`src/core/wcg_map.svh`:
```
// register map, field positions, reset values and check constants
`ifndef WCG_MAP_SVH
`define WCG_MAP_SVH
`define WCG_CTRL_OFS 8'h00
`define WCG_RANGE_OFS 8'h04
`define WCG_RATIO_OFS 8'h08
`define WCG_OFFSET_OFS 8'h0c
`define WCG_GEAR_A_OFS 8'h10
`define WCG_GEAR_B_OFS 8'h14
`define WCG_CMD_OFS 8'h18
`define WCG_HOME_OFS 8'h1c
`define WCG_STATUS_OFS 8'h20
`define WCG_INT_STAT_OFS 8'h24
`define WCG_INT_CLR_OFS 8'h28
`define WCG_INT_EN_OFS 8'h2c
`define WCG_CMD_POS_OFS 8'h30
`define WCG_ACT_POS_OFS 8'h34
`define WCG_STEPS_OFS 8'h38
`define WCG_CTRL_MODE_LSB 0
`define WCG_CTRL_SRC_BIT 2
`define WCG_CTRL_WEN_BIT 3
`define WCG_CTRL_SMALL_BIT 4
`define WCG_CMD_CFG_BIT 0
`define WCG_CMD_PRESET_BIT 1
`define WCG_CMD_ALM_CLR_BIT 2
`define WCG_RANGE_RST 16'h000a
`define WCG_RATIO_RST 14'h1388
`define WCG_RATIO_MAX 14'h2710
`define WCG_OFFSET_RST 30'h00000000
`define WCG_GEAR_RST 32'h00000001
`define WCG_SPAN_FULL 64'h0000000000004650
`define WCG_SPAN_SMALL 64'h0000000000002328
`define WCG_STEP_SCALE 64'h00000000000003e8
`define WCG_RATIO_DIV 32'h00002710
`define WCG_IRQ_ERR 0
`define WCG_IRQ_ALM 1
`define WCG_IRQ_CHK 2
`define WCG_IRQ_PRE 3
`define WCG_IRQ_W 4
`endif

```
`src/core/wcg_pkg.sv`:
```
// types shared by the wrap coordinate generator
package wcg_pkg;
    typedef enum logic [1:0] {
        WCG_MODE_ABS = 2'h0,
        WCG_MODE_NEAR = 2'h1,
        WCG_MODE_FWD = 2'h2,
        WCG_MODE_REV = 2'h3
    } wcg_mode_e;
    typedef enum logic [4:0] {
        WCG_IDLE = 5'h01,
        WCG_C1 = 5'h02,
        WCG_C2 = 5'h04,
        WCG_C3 = 5'h08,
        WCG_DONE = 5'h10
    } wcg_chk_e;
endpackage

```
`src/core/wcg_divider.sv`:
```
// sequential restoring divider, one quotient bit per cycle
`timescale 1ns/100ps
module wcg_divider #(
    parameter int DW = 64,
    parameter int VW = 32
) (
    input wire logic pclk,
    input wire logic presetn,
    input wire logic start,
    input wire logic [DW-1:0] dividend,
    input wire logic [VW-1:0] divisor,
    output logic done,
    output logic [DW-1:0] quo_ff,
    output logic [VW-1:0] rem_ff
);
    // the bit counter is eight bits wide, so wider dividends are refused
    if (DW < 2 || VW < 2 || VW > DW || DW > 255) begin : g_bad_widths
        $error("wcg_divider: bad widths");
    end
    logic [DW-1:0] num_ff;
    logic [VW:0] acc_ff;
    logic [VW-1:0] den_ff;
    logic [7:0] cnt_ff;
    logic busy_ff;
    logic [VW:0] trial;
    assign trial = {acc_ff[VW-1:0], num_ff[DW-1]} - {1'b0, den_ff};
    always_ff @(posedge pclk or negedge presetn) begin
        if (!presetn) begin
            num_ff <= '0;
            acc_ff <= '0;
            den_ff <= '0;
            cnt_ff <= 8'h00;
            busy_ff <= 1'b0;
            done <= 1'b0;
            quo_ff <= '0;
            rem_ff <= '0;
        end else begin
            done <= 1'b0;
            if (start) begin
                num_ff <= dividend;
                den_ff <= divisor;
                acc_ff <= '0;
                cnt_ff <= 8'(DW);
                busy_ff <= 1'b1;
            end else if (busy_ff) begin
                // a zero divisor leaves an all-ones quotient only if the dividend fits in VW bits; caller screens it
                if (!trial[VW]) begin
                    acc_ff <= trial;
                    num_ff <= {num_ff[DW-2:0], 1'b1};
                end else begin
                    acc_ff <= {acc_ff[VW-1:0], num_ff[DW-1]};
                    num_ff <= {num_ff[DW-2:0], 1'b0};
                end
                cnt_ff <= cnt_ff - 8'h01;
                if (cnt_ff == 8'h01) begin
                    busy_ff <= 1'b0;
                    done <= 1'b1;
                    quo_ff <= trial[VW] ? {num_ff[DW-2:0], 1'b0} : {num_ff[DW-2:0], 1'b1};
                    rem_ff <= trial[VW] ? {acc_ff[VW-2:0], num_ff[DW-1]} : trial[VW-1:0];
                end
            end
        end
    end
endmodule

```
`src/core/wcg_top.sv`:
```
// wrap coordinate generator: parameters, range check, wrapping positions
// Functional notes
// - wrap positioning mode 0 absolute, 1 nearest, 2 forward only, 3 reverse only
// - source select resets to 0 taking sensor values; 1 uses manual values
// - wrap enable 0 disables, 1 enables; resets to enabled
// - with wrap on, command position returns to zero after one wrap range
// - offset ratio accepted from 0 to 10000 hundredths percent, default 5000
// - signed offset value limited to 30-bit range, default zero
// - range valid only when 1800 (900 small frame) over range is integer
// - range times gear B over gear A times 10000 must be integer
// - wrap on with failed condition raises wrap setting error information
// - power cycle or configuration while info set escalates to alarm
// - wrap settings apply to eight wrap operations in profile position mode; cmd_pos and act_pos wrap whenever wrap is on, in any operation
// - position preset loads both positions with home offset, marks home set
// - nonzero offset ratio shifts wrap boundary negative from mechanical home
//
// Design decisions made here: the register addresses and the APB interface to the registers.
`timescale 1ns/100ps
module wcg_top
    import wcg_pkg::*;
(
    input wire logic pclk,
    input wire logic presetn,
    input wire logic psel,
    input wire logic penable,
    input wire logic pwrite,
    input wire logic [7:0] paddr,
    input wire logic [31:0] pwdata,
    output logic [31:0] prdata,
    output logic pready,
    output logic pslverr,
    input wire logic [15:0] sens_range,
    input wire logic [13:0] sens_ratio,
    input wire logic [29:0] sens_offset,
    input wire logic profile_position_mode,
    input wire logic [3:0] op_code,
    input wire logic cmd_step,
    input wire logic cmd_dir,
    input wire logic act_step,
    input wire logic act_dir,
    output wcg_mode_e wrap_mode,
    output logic wrap_active,
    output logic err_info,
    output logic err_alarm,
    output logic home_set,
    output logic [31:0] cmd_pos,
    output logic [31:0] act_pos,
    output logic irq
);
    `include "wcg_map.svh"
    // ops 8..15 are the wrap positioning and wrap push-motion operations
    localparam logic [3:0] WRAP_OP_BASE = 4'h8;

    logic [4:0] ctrl_ff;
    logic [15:0] range_ff;
    logic [13:0] ratio_ff;
    logic [29:0] offset_ff;
    logic [31:0] gear_a_ff, gear_b_ff, home_ofs_ff;
    logic [`WCG_IRQ_W-1:0] int_stat_ff, int_en_ff;
    logic [31:0] prdata_ff;
    logic [15:0] s_range_m_ff, s_range_ff;
    logic [13:0] s_ratio_m_ff, s_ratio_ff;
    logic [29:0] s_off_m_ff, s_off_ff;
    logic wr, rd_setup, mapped;
    logic cfg_cmd, preset_cmd, alm_clr, param_wr;
    logic [15:0] eff_range;
    logic [13:0] eff_ratio;
    logic [29:0] eff_offset;

    assign wr = psel && penable && pwrite;
    assign rd_setup = psel && !penable;
    assign cfg_cmd = wr && paddr == `WCG_CMD_OFS && pwdata[`WCG_CMD_CFG_BIT];
    assign preset_cmd = wr && paddr == `WCG_CMD_OFS && pwdata[`WCG_CMD_PRESET_BIT];
    assign alm_clr = wr && paddr == `WCG_CMD_OFS && pwdata[`WCG_CMD_ALM_CLR_BIT];
    assign param_wr = wr && (paddr == `WCG_CTRL_OFS || paddr == `WCG_RANGE_OFS ||
        paddr == `WCG_RATIO_OFS || paddr == `WCG_OFFSET_OFS ||
        paddr == `WCG_GEAR_A_OFS || paddr == `WCG_GEAR_B_OFS);

    // sensor values are static after power-up, so a plain two-flop catch is enough
    always_ff @(posedge pclk or negedge presetn) begin
        if (!presetn) begin
            s_range_m_ff <= 16'h0000;
            s_range_ff <= 16'h0000;
            s_ratio_m_ff <= 14'h0000;
            s_ratio_ff <= 14'h0000;
            s_off_m_ff <= 30'h00000000;
            s_off_ff <= 30'h00000000;
        end else begin
            s_range_m_ff <= sens_range;
            s_range_ff <= s_range_m_ff;
            s_ratio_m_ff <= sens_ratio;
            s_ratio_ff <= s_ratio_m_ff;
            s_off_m_ff <= sens_offset;
            s_off_ff <= s_off_m_ff;
        end
    end

    // source select picks manual or sensor values
    assign eff_range = ctrl_ff[`WCG_CTRL_SRC_BIT] ? range_ff : s_range_ff;
    assign eff_ratio = ctrl_ff[`WCG_CTRL_SRC_BIT] ? ratio_ff : s_ratio_ff;
    assign eff_offset = ctrl_ff[`WCG_CTRL_SRC_BIT] ? offset_ff : s_off_ff;
    assign wrap_mode = wcg_mode_e'(ctrl_ff[`WCG_CTRL_MODE_LSB +: 2]);

    always_ff @(posedge pclk or negedge presetn) begin
        if (!presetn) begin
            ctrl_ff <= 5'h08;
            range_ff <= `WCG_RANGE_RST;
            ratio_ff <= `WCG_RATIO_RST;
            offset_ff <= `WCG_OFFSET_RST;
            gear_a_ff <= `WCG_GEAR_RST;
            gear_b_ff <= `WCG_GEAR_RST;
            home_ofs_ff <= 32'h00000000;
            int_en_ff <= '0;
        end else if (wr) begin
            case (paddr)
                `WCG_CTRL_OFS: ctrl_ff <= pwdata[4:0];
                `WCG_RANGE_OFS: range_ff <= pwdata[15:0];
                `WCG_RATIO_OFS: begin
                    // out-of-range ratios are dropped, old value kept
                    if (pwdata <= 32'(`WCG_RATIO_MAX)) ratio_ff <= pwdata[13:0];
                end
                `WCG_OFFSET_OFS: begin
                    if (pwdata[31:29] == {3{pwdata[29]}}) offset_ff <= pwdata[29:0];
                end
                `WCG_GEAR_A_OFS: gear_a_ff <= pwdata;
                `WCG_GEAR_B_OFS: gear_b_ff <= pwdata;
                `WCG_HOME_OFS: home_ofs_ff <= pwdata;
                `WCG_INT_EN_OFS: int_en_ff <= pwdata[`WCG_IRQ_W-1:0];
                default: ;
            endcase
        end
    end

    // validity check sequencer, three divisions on one shared divider
    wcg_chk_e chk_ff;
    logic pend_ff, boot_ff, v1_ff, v2_ff, chk_done;
    logic [1:0] warm_ff; // holds the first check until the sensor catch flops hold real values
    logic div_start, div_done;
    logic [63:0] div_num, div_quo;
    logic [31:0] div_den, div_rem;
    logic [31:0] steps_ff, shift_ff;
    logic signed [31:0] lo_ff, hi_ff;
    logic signed [31:0] nxt_lo, nxt_hi;
    logic valid_ff;

    always_comb begin
        div_start = 1'b0;
        div_num = 64'h0;
        div_den = 32'h0;
        case (chk_ff)
            WCG_IDLE: begin
                div_start = pend_ff && warm_ff[1];
                div_num = ctrl_ff[`WCG_CTRL_SMALL_BIT] ? `WCG_SPAN_SMALL : `WCG_SPAN_FULL;
                div_den = {16'h0000, eff_range};
            end
            WCG_C1: begin
                div_start = div_done;
                div_num = 64'(eff_range) * 64'(gear_b_ff) * `WCG_STEP_SCALE;
                div_den = gear_a_ff;
            end
            WCG_C2: begin
                div_start = div_done;
                div_num = 64'(div_quo[31:0]) * 64'(eff_ratio);
                div_den = `WCG_RATIO_DIV;
            end
            default: ;
        endcase
    end

    wcg_divider #(.DW(64), .VW(32)) u_div (
        .pclk(pclk),
        .presetn(presetn),
        .start(div_start),
        .dividend(div_num),
        .divisor(div_den),
        .done(div_done),
        .quo_ff(div_quo),
        .rem_ff(div_rem)
    );

    // boundary pulled negative by the ratio share of the range
    assign nxt_lo = $signed({{2{eff_offset[29]}}, eff_offset}) - $signed(div_quo[31:0]);
    assign nxt_hi = nxt_lo + $signed(steps_ff) - 32'sd1;
    assign chk_done = chk_ff == WCG_DONE;

    always_ff @(posedge pclk or negedge presetn) begin
        if (!presetn) begin
            chk_ff <= WCG_IDLE;
            pend_ff <= 1'b1;
            warm_ff <= 2'b00;
            v1_ff <= 1'b0;
            v2_ff <= 1'b0;
            steps_ff <= 32'h0;
            shift_ff <= 32'h0;
            lo_ff <= 32'sd0;
            hi_ff <= 32'sd0;
            valid_ff <= 1'b0;
        end else begin
            // a retrigger during a run waits and reruns with the newest values
            warm_ff <= {warm_ff[0], 1'b1};
            if (cfg_cmd || param_wr) pend_ff <= 1'b1;
            else if (chk_ff == WCG_IDLE && warm_ff[1]) pend_ff <= 1'b0;
            case (chk_ff)
                WCG_IDLE: if (pend_ff && warm_ff[1]) chk_ff <= WCG_C1;
                WCG_C1: if (div_done) begin
                    v1_ff <= eff_range != 16'h0 && div_rem == 32'h0;
                    chk_ff <= WCG_C2;
                end
                WCG_C2: if (div_done) begin
                    v2_ff <= gear_a_ff != 32'h0 && div_rem == 32'h0 &&
                        div_quo[63:31] == 33'h0;
                    steps_ff <= div_quo[31:0];
                    chk_ff <= WCG_C3;
                end
                WCG_C3: if (div_done) begin
                    shift_ff <= div_quo[31:0];
                    lo_ff <= nxt_lo;
                    hi_ff <= nxt_hi;
                    // home must sit inside the shifted range
                    valid_ff <= v1_ff && v2_ff && nxt_lo <= 32'sd0 && nxt_hi >= 32'sd0;
                    chk_ff <= WCG_DONE;
                end
                WCG_DONE: chk_ff <= WCG_IDLE;
                default: chk_ff <= WCG_IDLE;
            endcase
        end
    end

    // error information and alarm escalation
    logic boot_done_ff;
    always_ff @(posedge pclk or negedge presetn) begin
        if (!presetn) begin
            err_info <= 1'b0;
            err_alarm <= 1'b0;
            boot_ff <= 1'b1;
            boot_done_ff <= 1'b0;
        end else begin
            if (chk_done) begin
                err_info <= ctrl_ff[`WCG_CTRL_WEN_BIT] && !valid_ff;
                boot_ff <= 1'b0;
            end
            if (chk_done && boot_ff) boot_done_ff <= 1'b1;
            // info left from the last power period reappears on the power-up check
            if ((cfg_cmd && err_info) ||
                (chk_done && boot_ff && ctrl_ff[`WCG_CTRL_WEN_BIT] && !valid_ff))
                err_alarm <= 1'b1;
            else if (alm_clr)
                err_alarm <= 1'b0;
        end
    end

    assign wrap_active = ctrl_ff[`WCG_CTRL_WEN_BIT] && !err_info && boot_done_ff &&
        profile_position_mode && op_code >= WRAP_OP_BASE;

    function automatic logic [31:0] wrap_next(input logic [31:0] pos, input logic dir,
                                              input logic en, input logic signed [31:0] lo,
                                              input logic signed [31:0] hi);
        logic signed [31:0] p;
        p = $signed(pos);
        if (dir) wrap_next = (en && p >= hi) ? lo : pos + 32'h1;
        else wrap_next = (en && p <= lo) ? hi : pos - 32'h1;
    endfunction

    logic wrap_on;
    assign wrap_on = ctrl_ff[`WCG_CTRL_WEN_BIT] && !err_info && boot_done_ff;

    always_ff @(posedge pclk or negedge presetn) begin
        if (!presetn) begin
            cmd_pos <= 32'h0;
            act_pos <= 32'h0;
            home_set <= 1'b0;
        end else if (preset_cmd) begin
            cmd_pos <= home_ofs_ff;
            act_pos <= home_ofs_ff;
            home_set <= 1'b1;
        end else begin
            if (cmd_step) cmd_pos <= wrap_next(cmd_pos, cmd_dir, wrap_on, lo_ff, hi_ff);
            if (act_step) act_pos <= wrap_next(act_pos, act_dir, wrap_on, lo_ff, hi_ff);
        end
    end

    // sticky events, set wins over a clear in the same cycle
    logic [`WCG_IRQ_W-1:0] ev, clr;
    logic err_q_ff, alm_q_ff;
    always_ff @(posedge pclk or negedge presetn) begin
        if (!presetn) begin
            err_q_ff <= 1'b0;
            alm_q_ff <= 1'b0;
        end else begin
            err_q_ff <= err_info;
            alm_q_ff <= err_alarm;
        end
    end
    assign ev = {preset_cmd, chk_done, err_alarm && !alm_q_ff, err_info && !err_q_ff};
    assign clr = (wr && paddr == `WCG_INT_CLR_OFS) ? pwdata[`WCG_IRQ_W-1:0] : '0;
    always_ff @(posedge pclk or negedge presetn) begin
        if (!presetn) int_stat_ff <= '0;
        else int_stat_ff <= (int_stat_ff & ~clr) | ev;
    end
    assign irq = |(int_stat_ff & int_en_ff);

    // apb: read data caught in setup, zero wait states
    always_comb begin
        mapped = 1'b1;
        case (paddr)
            `WCG_CTRL_OFS, `WCG_RANGE_OFS, `WCG_RATIO_OFS, `WCG_OFFSET_OFS,
            `WCG_GEAR_A_OFS, `WCG_GEAR_B_OFS, `WCG_CMD_OFS, `WCG_HOME_OFS,
            `WCG_STATUS_OFS, `WCG_INT_STAT_OFS, `WCG_INT_CLR_OFS, `WCG_INT_EN_OFS,
            `WCG_CMD_POS_OFS, `WCG_ACT_POS_OFS, `WCG_STEPS_OFS: mapped = 1'b1;
            default: mapped = 1'b0;
        endcase
    end
    always_ff @(posedge pclk or negedge presetn) begin
        if (!presetn) prdata_ff <= 32'h0;
        else if (rd_setup) begin
            case (paddr)
                `WCG_CTRL_OFS: prdata_ff <= {27'h0, ctrl_ff};
                `WCG_RANGE_OFS: prdata_ff <= {16'h0, range_ff};
                `WCG_RATIO_OFS: prdata_ff <= {18'h0, ratio_ff};
                `WCG_OFFSET_OFS: prdata_ff <= {{2{offset_ff[29]}}, offset_ff};
                `WCG_GEAR_A_OFS: prdata_ff <= gear_a_ff;
                `WCG_GEAR_B_OFS: prdata_ff <= gear_b_ff;
                `WCG_HOME_OFS: prdata_ff <= home_ofs_ff;
                `WCG_STATUS_OFS: prdata_ff <= {26'h0, wrap_on, !chk_done && chk_ff != WCG_IDLE,
                    home_set, err_alarm, err_info, valid_ff};
                `WCG_INT_STAT_OFS: prdata_ff <= {28'h0, int_stat_ff};
                `WCG_INT_EN_OFS: prdata_ff <= {28'h0, int_en_ff};
                `WCG_CMD_POS_OFS: prdata_ff <= cmd_pos;
                `WCG_ACT_POS_OFS: prdata_ff <= act_pos;
                `WCG_STEPS_OFS: prdata_ff <= steps_ff;
                default: prdata_ff <= 32'h0;
            endcase
        end
    end
    assign prdata = prdata_ff;
    assign pready = 1'b1;
    assign pslverr = psel && penable && !mapped;

    // checks
    wen_reset_a: assert property (@(posedge pclk) $rose(presetn) |->
        ctrl_ff[`WCG_CTRL_WEN_BIT] && !ctrl_ff[`WCG_CTRL_SRC_BIT])
        else $error("wrap enable or source select not at reset value");
    mode_decode_a: assert property (@(posedge pclk) disable iff (!presetn)
        wrap_mode == wcg_mode_e'(ctrl_ff[1:0]))
        else $error("wrap mode decode mismatch");
    src_pick_a: assert property (@(posedge pclk) disable iff (!presetn)
        !ctrl_ff[`WCG_CTRL_SRC_BIT] |-> eff_range == s_range_ff)
        else $error("sensor range not used when source is sensor");
    ratio_lim_a: assert property (@(posedge pclk) disable iff (!presetn)
        ratio_ff <= `WCG_RATIO_MAX)
        else $error("offset ratio above limit");
    info_set_a: assert property (@(posedge pclk) disable iff (!presetn)
        chk_done && ctrl_ff[`WCG_CTRL_WEN_BIT] && !valid_ff |=> err_info)
        else $error("invalid range did not raise error info");
    alarm_esc_a: assert property (@(posedge pclk) disable iff (!presetn)
        cfg_cmd && err_info |=> err_alarm)
        else $error("configuration with error info did not raise alarm");
    preset_load_a: assert property (@(posedge pclk) disable iff (!presetn)
        preset_cmd |=> cmd_pos == $past(home_ofs_ff) && act_pos == $past(home_ofs_ff)
        && home_set)
        else $error("preset did not load positions");
    wrap_zero_a: assert property (@(posedge pclk) disable iff (!presetn)
        cmd_step && cmd_dir && !preset_cmd && wrap_on && $signed(cmd_pos) == hi_ff
        |=> cmd_pos == $past(lo_ff))
        else $error("command position did not wrap");
    cfg_check_a: assert property (@(posedge pclk) disable iff (!presetn)
        cfg_cmd |-> ##[1:250] chk_done)
        else $error("configuration did not run the check");
    op_gate_a: assert property (@(posedge pclk) disable iff (!presetn)
        wrap_active |-> profile_position_mode && op_code[3])
        else $error("wrap active outside wrap operation");
endmodule

```
`config.mk`:
```
export PLATFORM = sky130hd
export DESIGN_NAME = wcg_top
export DESIGN_NICKNAME = d
export VERILOG_FILES = /design/src/core/wcg_pkg.sv /design/src/core/wcg_divider.sv /design/src/core/wcg_top.sv
export VERILOG_INCLUDE_DIRS = /design/src /design/src/core
export SDC_FILE = /design/constraint.sdc
export NUM_CORES = 2
export LEC_CHECK = 0
export BUFFER_PORTS_ARGS = -buffer_cell sky130_fd_sc_hd__buf_2
export CORE_AREA = 10 10 329 570
export CTS_CLUSTER_SIZE = 12
export DETAILED_ROUTE_END_ITERATION = 7
export DIE_AREA = 0 0 339 580
export PLACE_DENSITY = 0.59
export SKIP_CTS_REPAIR_TIMING = 1
export SYNTH_ARGS = -nofsm -noshare
export SYNTH_HDL_FRONTEND = slang
export SYNTH_SLANG_ARGS = --single-unit
```
`constraint.sdc`:
```
create_clock -name pclk -period 14.7 [get_ports pclk]
set_clock_uncertainty 0.05 [all_clocks]
set_input_delay 0 -clock pclk [delete_from_list [all_inputs] [get_ports pclk]]
set_output_delay 0 -clock pclk [all_outputs]
set_load 0.005 [all_outputs]
```
; ---- After elaboration in Yosys (flattened, before gate mapping)
; Memory sizes are Yosys's and may differ from the RTL's.
; Index checks and enable logic that the tools add are counted.
[word_totals]
register_bits = 733
latchBits = 0
ram_bits = 0
mem_bits_ro = 64
input_bits = 114
elab_cells = 212
mem_count = 1
[op_classes]
addsub = 9
mul = 3
div = 0
order_cmp = 8
eq_ne = 26
shift = 0
mux = 44
bitwise = 5
reduce_logical = 74
[memory_table]
columns = memory, depth, width, rd, rd_ports_with_merged_regs, write_ports, line
row1 = (name not given), 64, 1, 1, 0, 0, wcg_top.sv:305  ; case (paddr)
[op_table]
columns = cell, n
row1 = 32-bit two-way mux, 14
row2 = 32-bit case mux with 13 select lines, 1
row3 = 58-bit case mux with 3 select lines, 1
row4 = 64-bit two-way mux, 2
row5 = 32-bit case mux with 3 select lines, 1
row6 = "32-bit by 1-bit adder with 32-bit output, second input constant", 2
row7 = 32-bit greater-or-equal comparator, 2
row8 = 32-bit <= comparator, 2
row9 = "32-bit by 1-bit subtractor with 32-bit output, second input constant", 2
row10 = "8-bit by 6-bit equality test with 1-bit output, second input constant", 7
row11 = "48-bit by 7-bit multiplier with 55-bit output, second input constant", 1
row12 = 16-bit by 32-bit multiplier with 48-bit output, 1
row13 = 32-bit by 14-bit multiplier with 46-bit output, 1
row14 = 1-bit logical AND, 34
row15 = 33-bit logical NOT, 1
row16 = 33-bit by 32-bit subtractor with 33-bit output, 1
row17 = 32-bit adder, 1
row18 = "8-bit by 5-bit equality test with 1-bit output, second input constant", 4
row19 = "32-bit by 1-bit greater-or-equal comparator with 1-bit output, second input constant", 1
row20 = "32-bit by 1-bit <= comparator with 1-bit output, second input constant", 1
row21 = "32-bit by 14-bit <= comparator with 1-bit output, second input constant", 1
row22 = 32-bit logical NOT, 1
row23 = 32-bit nonzero test, 1
row24 = 30-bit by 32-bit subtractor with 32-bit output, 1
row25 = 40 further kinds, 85

; ---- Depth between registers and ports, before layout
[logic_depth]
ltp_word = 9
mapped_depth = 48

; ---- By module
; A second synthesis with hierarchy kept.
[unflattened]
hier_cells = 9064
hier_area_um2 = 81409.3
[by_module_without_submodules]
columns = module, instances, cells_per_inst, area_per_inst_um2, seq_area_each_um2
row1 = wcg_top, 1, 7841, 70035.9, 12503.2
row2 = wcg_divider, 1, 1223, 11373.4, 5855.6

; ---- Worst setup path before layout
; No wires, ideal clock.
[synth_timing]
path_kind = register to register
start = register ctrl_ff[2]
end = register u_div.num_ff[56]
setup_ns = 0.127
arrival_ns = 11.428
required_ns = 14.523
setup_slack_ns = 3.095
stages_incl_launch_ff = 46
n_path_buf = 3
synth_period_minus_slack_ns = 11.605
cell_sequence = dfrtp_1 clkbuf_1 clkbuf_1 mux2_2 clkbuf_1 nand2_1 fa_1 inv_1 fa_1 inv_1 fa_1 inv_1 fa_1 fa_1 inv_1 fa_1 inv_1 ha_1 (+10 left out) inv_1 fa_1 fa_1 fa_1 inv_1 ha_1 a21oi_1 o21ai_0 a21o_1 a21o_1 a21oi_1 o211ai_1 a221oi_1 o21ai_1 a21boi_1 nor4_1 o31ai_1 a21oi_1
[synth_via]
elab_chain_cells = 5
[synth_lines]
columns = element, line
row1 = from (decl), wcg_top.sv:54  ; logic [4:0] ctrl_ff;
row2 = from (signal assigned), wcg_top.sv:116  ; `WCG_CTRL_OFS: ctrl_ff <= pwdata[4:0];
row3 = 16-bit two-way mux, wcg_top.sv:99  ; assign eff_range = ctrl_ff[`WCG_CTRL_SRC_BIT] ? range_ff : s_range_ff;
row4 = 16-bit by 32-bit multiplier with 48-bit output, wcg_top.sv:158  ; div_num = 64'(eff_range) * 64'(gear_b_ff) * `WCG_STEP_SCALE;
row5 = 48-bit by 7-bit multiplier with 55-bit output (no source line), n/a
row6 = 58-bit case mux with 3 select lines, wcg_top.sv:150  ; case (chk_ff)
row7 = 64-bit two-way mux, wcg_divider.sv:39  ; if (start) begin
row8 = to (signal assigned), wcg_divider.sv:40  ; num_ff <= dividend;
row9 = to (signal assigned), wcg_divider.sv:49  ; num_ff <= {num_ff[DW-2:0], 1'b1};
row10 = to (signal assigned), wcg_divider.sv:52  ; num_ff <= {num_ff[DW-2:0], 1'b0};
row11 = to (decl), wcg_divider.sv:20  ; logic [DW-1:0] num_ff;
; No other way between the ends.
; A chain may end at the register's enable or synchronous reset.

; ---- Worst setup path in the final report
; Same ends and word-level chain as after synthesis.

==> out/metrics.yaml <==
drt:
  via_per_inst: 5.83
  via_count: 66000
  drtPass1Iterations: 8
  finalWirelength_um: 302000
  ant_nets: 0
  drtIter0Drc: 5263
  drc: 9
  wl_per_cell_um: 26.7
setup_path:
  path_delay_family: "adder cells"
  cp.required_ns: 15.20
  slowest_delay_ns: 0.99
  cp_max_fo: 34
  worstSetupPathType: "flip-flop to flip-flop"
  crit_path_start_kind: "flip-flop"
  arrival_ns: 13.70
  critPathBufInv: 9
  crit_slowest_cell: "mux2_2"
  endpoint_kind: "flip-flop"
  cpMostUsedCell: "fa_1"
clock_tree:
  cts_buffers: 81
  cts_root_buf: "clkbuf_16"
  cts.htree.levels: 3
  cts.path.max_buffers: 3
  cts.sinks: 733
  clk_pin_slew_ns: 0.06
  worstSkewPairLatency_ns: 0.72
  cts_tree: "built"
synthesis:
  synth_seq_cells: 733
  synth_cell_types: 98
  synthMuxAreaShare_pct: 5.30
  async_reset_ff_share_pct: 100
  ys_warn_count: 0
  yosysSeqAreaShare_pct: 23.1
  synth_ff_type: "dfrtp_1"
  synthesis.area_um2: 79600
  synthAdderAreaFrac_pct: 33.4
  synth-edff-count: 0
  synth_compound_area_share_pct: 12.3
  synthSimpleGateAreaFrac_pct: 13.4
  synthCells: 8741
  syn_area_per_cell_um2: 9.10
  synth-xor-area-share_pct: 3.88
  synth_top_family_by_area: "adder cells"
layout:
  nFillCells: 16800
  fin_nets: 10500
  synthToLayoutAreaGrowth_pct: 9.73
  multi_input_area_um2: 54500
  drive_above_1_share_pct: 8.72
  ff_latch_area_um2: 18400
  fin_util_pct: 49.1
timing:
  rsz0062_at_grt: "no"
  final-max-slew-violation-count: 9
  max_freq_mhz: 75.8
  tns_ns: 0
  worst_slew_pin_slew_ns: 1.66
  fin_crit_ns: 13.19
  setup_violations: 0
  slew_headroom_pct: -10.4
  hold_ws_ns: -0.00115
  finalHoldViolCount: 1
  post-route-period-util_pct: 89.7
grt:
  grt_use_total_pct: 30.3
  antenna_found_initial: 28
  grt.overflow.total: 0
  grt_pass1_wl_um: 447000
  grt_pass1_vias: 69300
  grt_max_degree: 139
floorplanning:
  fp-row-count: 205
  dieArea_um2: 197000
  dieHeight_um: 580
  die_w_um: 339
  start_util_pct: 44.8
  core_um2: 178000
  pin_count: 219
place:
  dp_hpwl_um: 236000
  io_buffers: 214
  gp_congestion: 1.06
pwr:
  ir_drop_v: 0.000110
  powerDensity_nw_per_um2: 102
  power_mw: 8.93
  p_leak_nw: 41.8
run:
  drv_cap: 2
run_status:
  violations: "DRC, hold timing, capacitance limit, slew limit"
  status: "finished, violations left"
worst_hold_path:
  hold_class: "input pin to flip-flop"
==> per-layer routing <==
metal / share of wire [%] / global-route usage (%) / vias up
met3: 6.2 / 4.83 / 1099
met1: 33 / 30.9 / 33200
met5: 0.015 / 0 / -
met2: 50 / 53.4 / 2910
li1: - / - / 28800
met4: 11 / 26.6 / 8
==> synth_stat cells (125+ instances only) <==
library cell | count | area [µm²]
xnor2_1 | 211 | 1850
a21oi_1 | 425 | 2130
nor3_1 | 125 | 626
fa_1 | 951 | 19000
mux2_2 | 244 | 2750
o21ai_0 | 362 | 1810
xor2_1 | 135 | 1180
nor2_1 | 478 | 1790
ha_1 | 601 | 7520
mux2i_1 | 134 | 1340
clkbuf_1 | 414 | 1550
nand2_1 | 1084 | 4070
and2_1 | 199 | 1240
dfrtp_1 | 720 | 18000
inv_1 | 1327 | 4980
a21o_1 | 189 | 1420
==> cell families (layout without fill, tap and decap cells) <==
kind of cell / count (synthesis) / in the layout
AOI/OAI and AO/OA: 1538 / 1538
DFF: 733 / 733
and+or+nand+nor: 2356 / 2356
adders and majority gates: 1554 / 1554
other: 1 / 12
xor gates and xnor gates: 349 / 349
buffers and inverters: 1821 / 2003
muxes: 389 / 389
==> path summary, 6_finish.rpt <==
| check | start | end | slack [ns] | depth (start not counted) |
|---|---|---|---|---|
| hold / removal | sens_range[1] | s_range_m_ff[1] | -0.001 | 2 |
| setup / recovery | ctrl_ff[2] | u_div.num_ff[56] | 1.51 | 43 |
| min in group asynchronous | presetn | act_pos[26] | 0.27 | 3 |
| setup reg to reg | ctrl_ff[2] | u_div.num_ff[56] | 1.51 | 43 |
| hold reg to reg | s_off_m_ff[24] | s_off_ff[24] | 0.30 | 0 |
| max in group asynchronous | presetn | u_div.busy_ff | 11.99 | 5 |
==> cell type report <==
class / instances / area share, %
flip-flops and latches: 733 / 21.0
clock inverters: 28 / 0.469
inverters: 1353 / 5.82
diodes: 10 / 0.0287
clock buffers: 114 / 2.53
multi-input cells: 6188 / 62.4
repair buffers: 508 / 4.26
well taps: 2380 / 3.41
==> power by group <==
| part | leakage [nW] | internal [mW] | switching (mW) |
|---|---|---|---|
| registers | 9.60 | 2.24 | 0.386 |
| clock network | 1.26 | 1.14 | 0.953 |
| logic | 30.9 | 1.61 | 2.60 |
| total | 41.8 | 4.99 | 3.94 |
==> state kept, by name, indices dropped and copies added (netlist names), 14 cells and up <==
| name | count |
|---|---|
| u_div.den_ff | 32 |
| s_off_ff | 30 |
| offset_ff | 30 |
| hi_ff | 32 |
| u_div.quo_ff | 64 |
| u_div.acc_ff | 32 |
| act_pos | 32 |
| cmd_pos | 32 |
| s_range_m_ff | 16 |
| u_div.num_ff | 64 |
| gear_a_ff | 32 |
| s_off_m_ff | 30 |
| range_ff | 16 |
| ratio_ff | 14 |
| s_ratio_ff | 14 |
| home_ofs_ff | 32 |
| prdata | 32 |
| u_div.rem_ff | 32 |
| lo_ff | 32 |
| s_range_ff | 16 |
| gear_b_ff | 32 |
| steps_ff | 32 |
| s_ratio_m_ff | 14 |
==> metrics by stage <==
stage	area (µm²)	hold WS (ns)	worst slack, ns	cells
final	87300	-0.00115	1.51	11300
after global routing	87300	0.00744	0.917	11300
after CTS	85600	-0.706	1.61	11100
after detailed placement	83000	0.0589	1.71	11000
after global placement	83000	0.0503	1.66	11000
after floorplan	79600	-0.346	3.10	8742
==> layout by cell type (no fill, tap or decap), types with 56 or more instances in the layout <==
cell	netlist	final
inv_1	1327	1327
nand2_1	1084	1081
fa_1	951	951
dfrtp_1	720	718
ha_1	601	601
nor2_1	478	470
a21oi_1	425	425
o21ai_0	362	360
mux2_2	244	244
buf_2	9	213
xnor2_1	211	210
and2_1	199	197
a21o_1	189	189
dlygate4sd3_1	0	161
xor2_1	135	135
buf_4	3	131
mux2i_1	134	129
nor3_1	125	124
nand3_1	96	95
clkbuf_16	0	81
nand4_1	77	77
a211oi_1	74	74
nand2b_1	68	67
and3_1	62	60
a221oi_1	58	58
a22oi_1	56	56
Note: power is estimated with default switching activity, not from simulation.
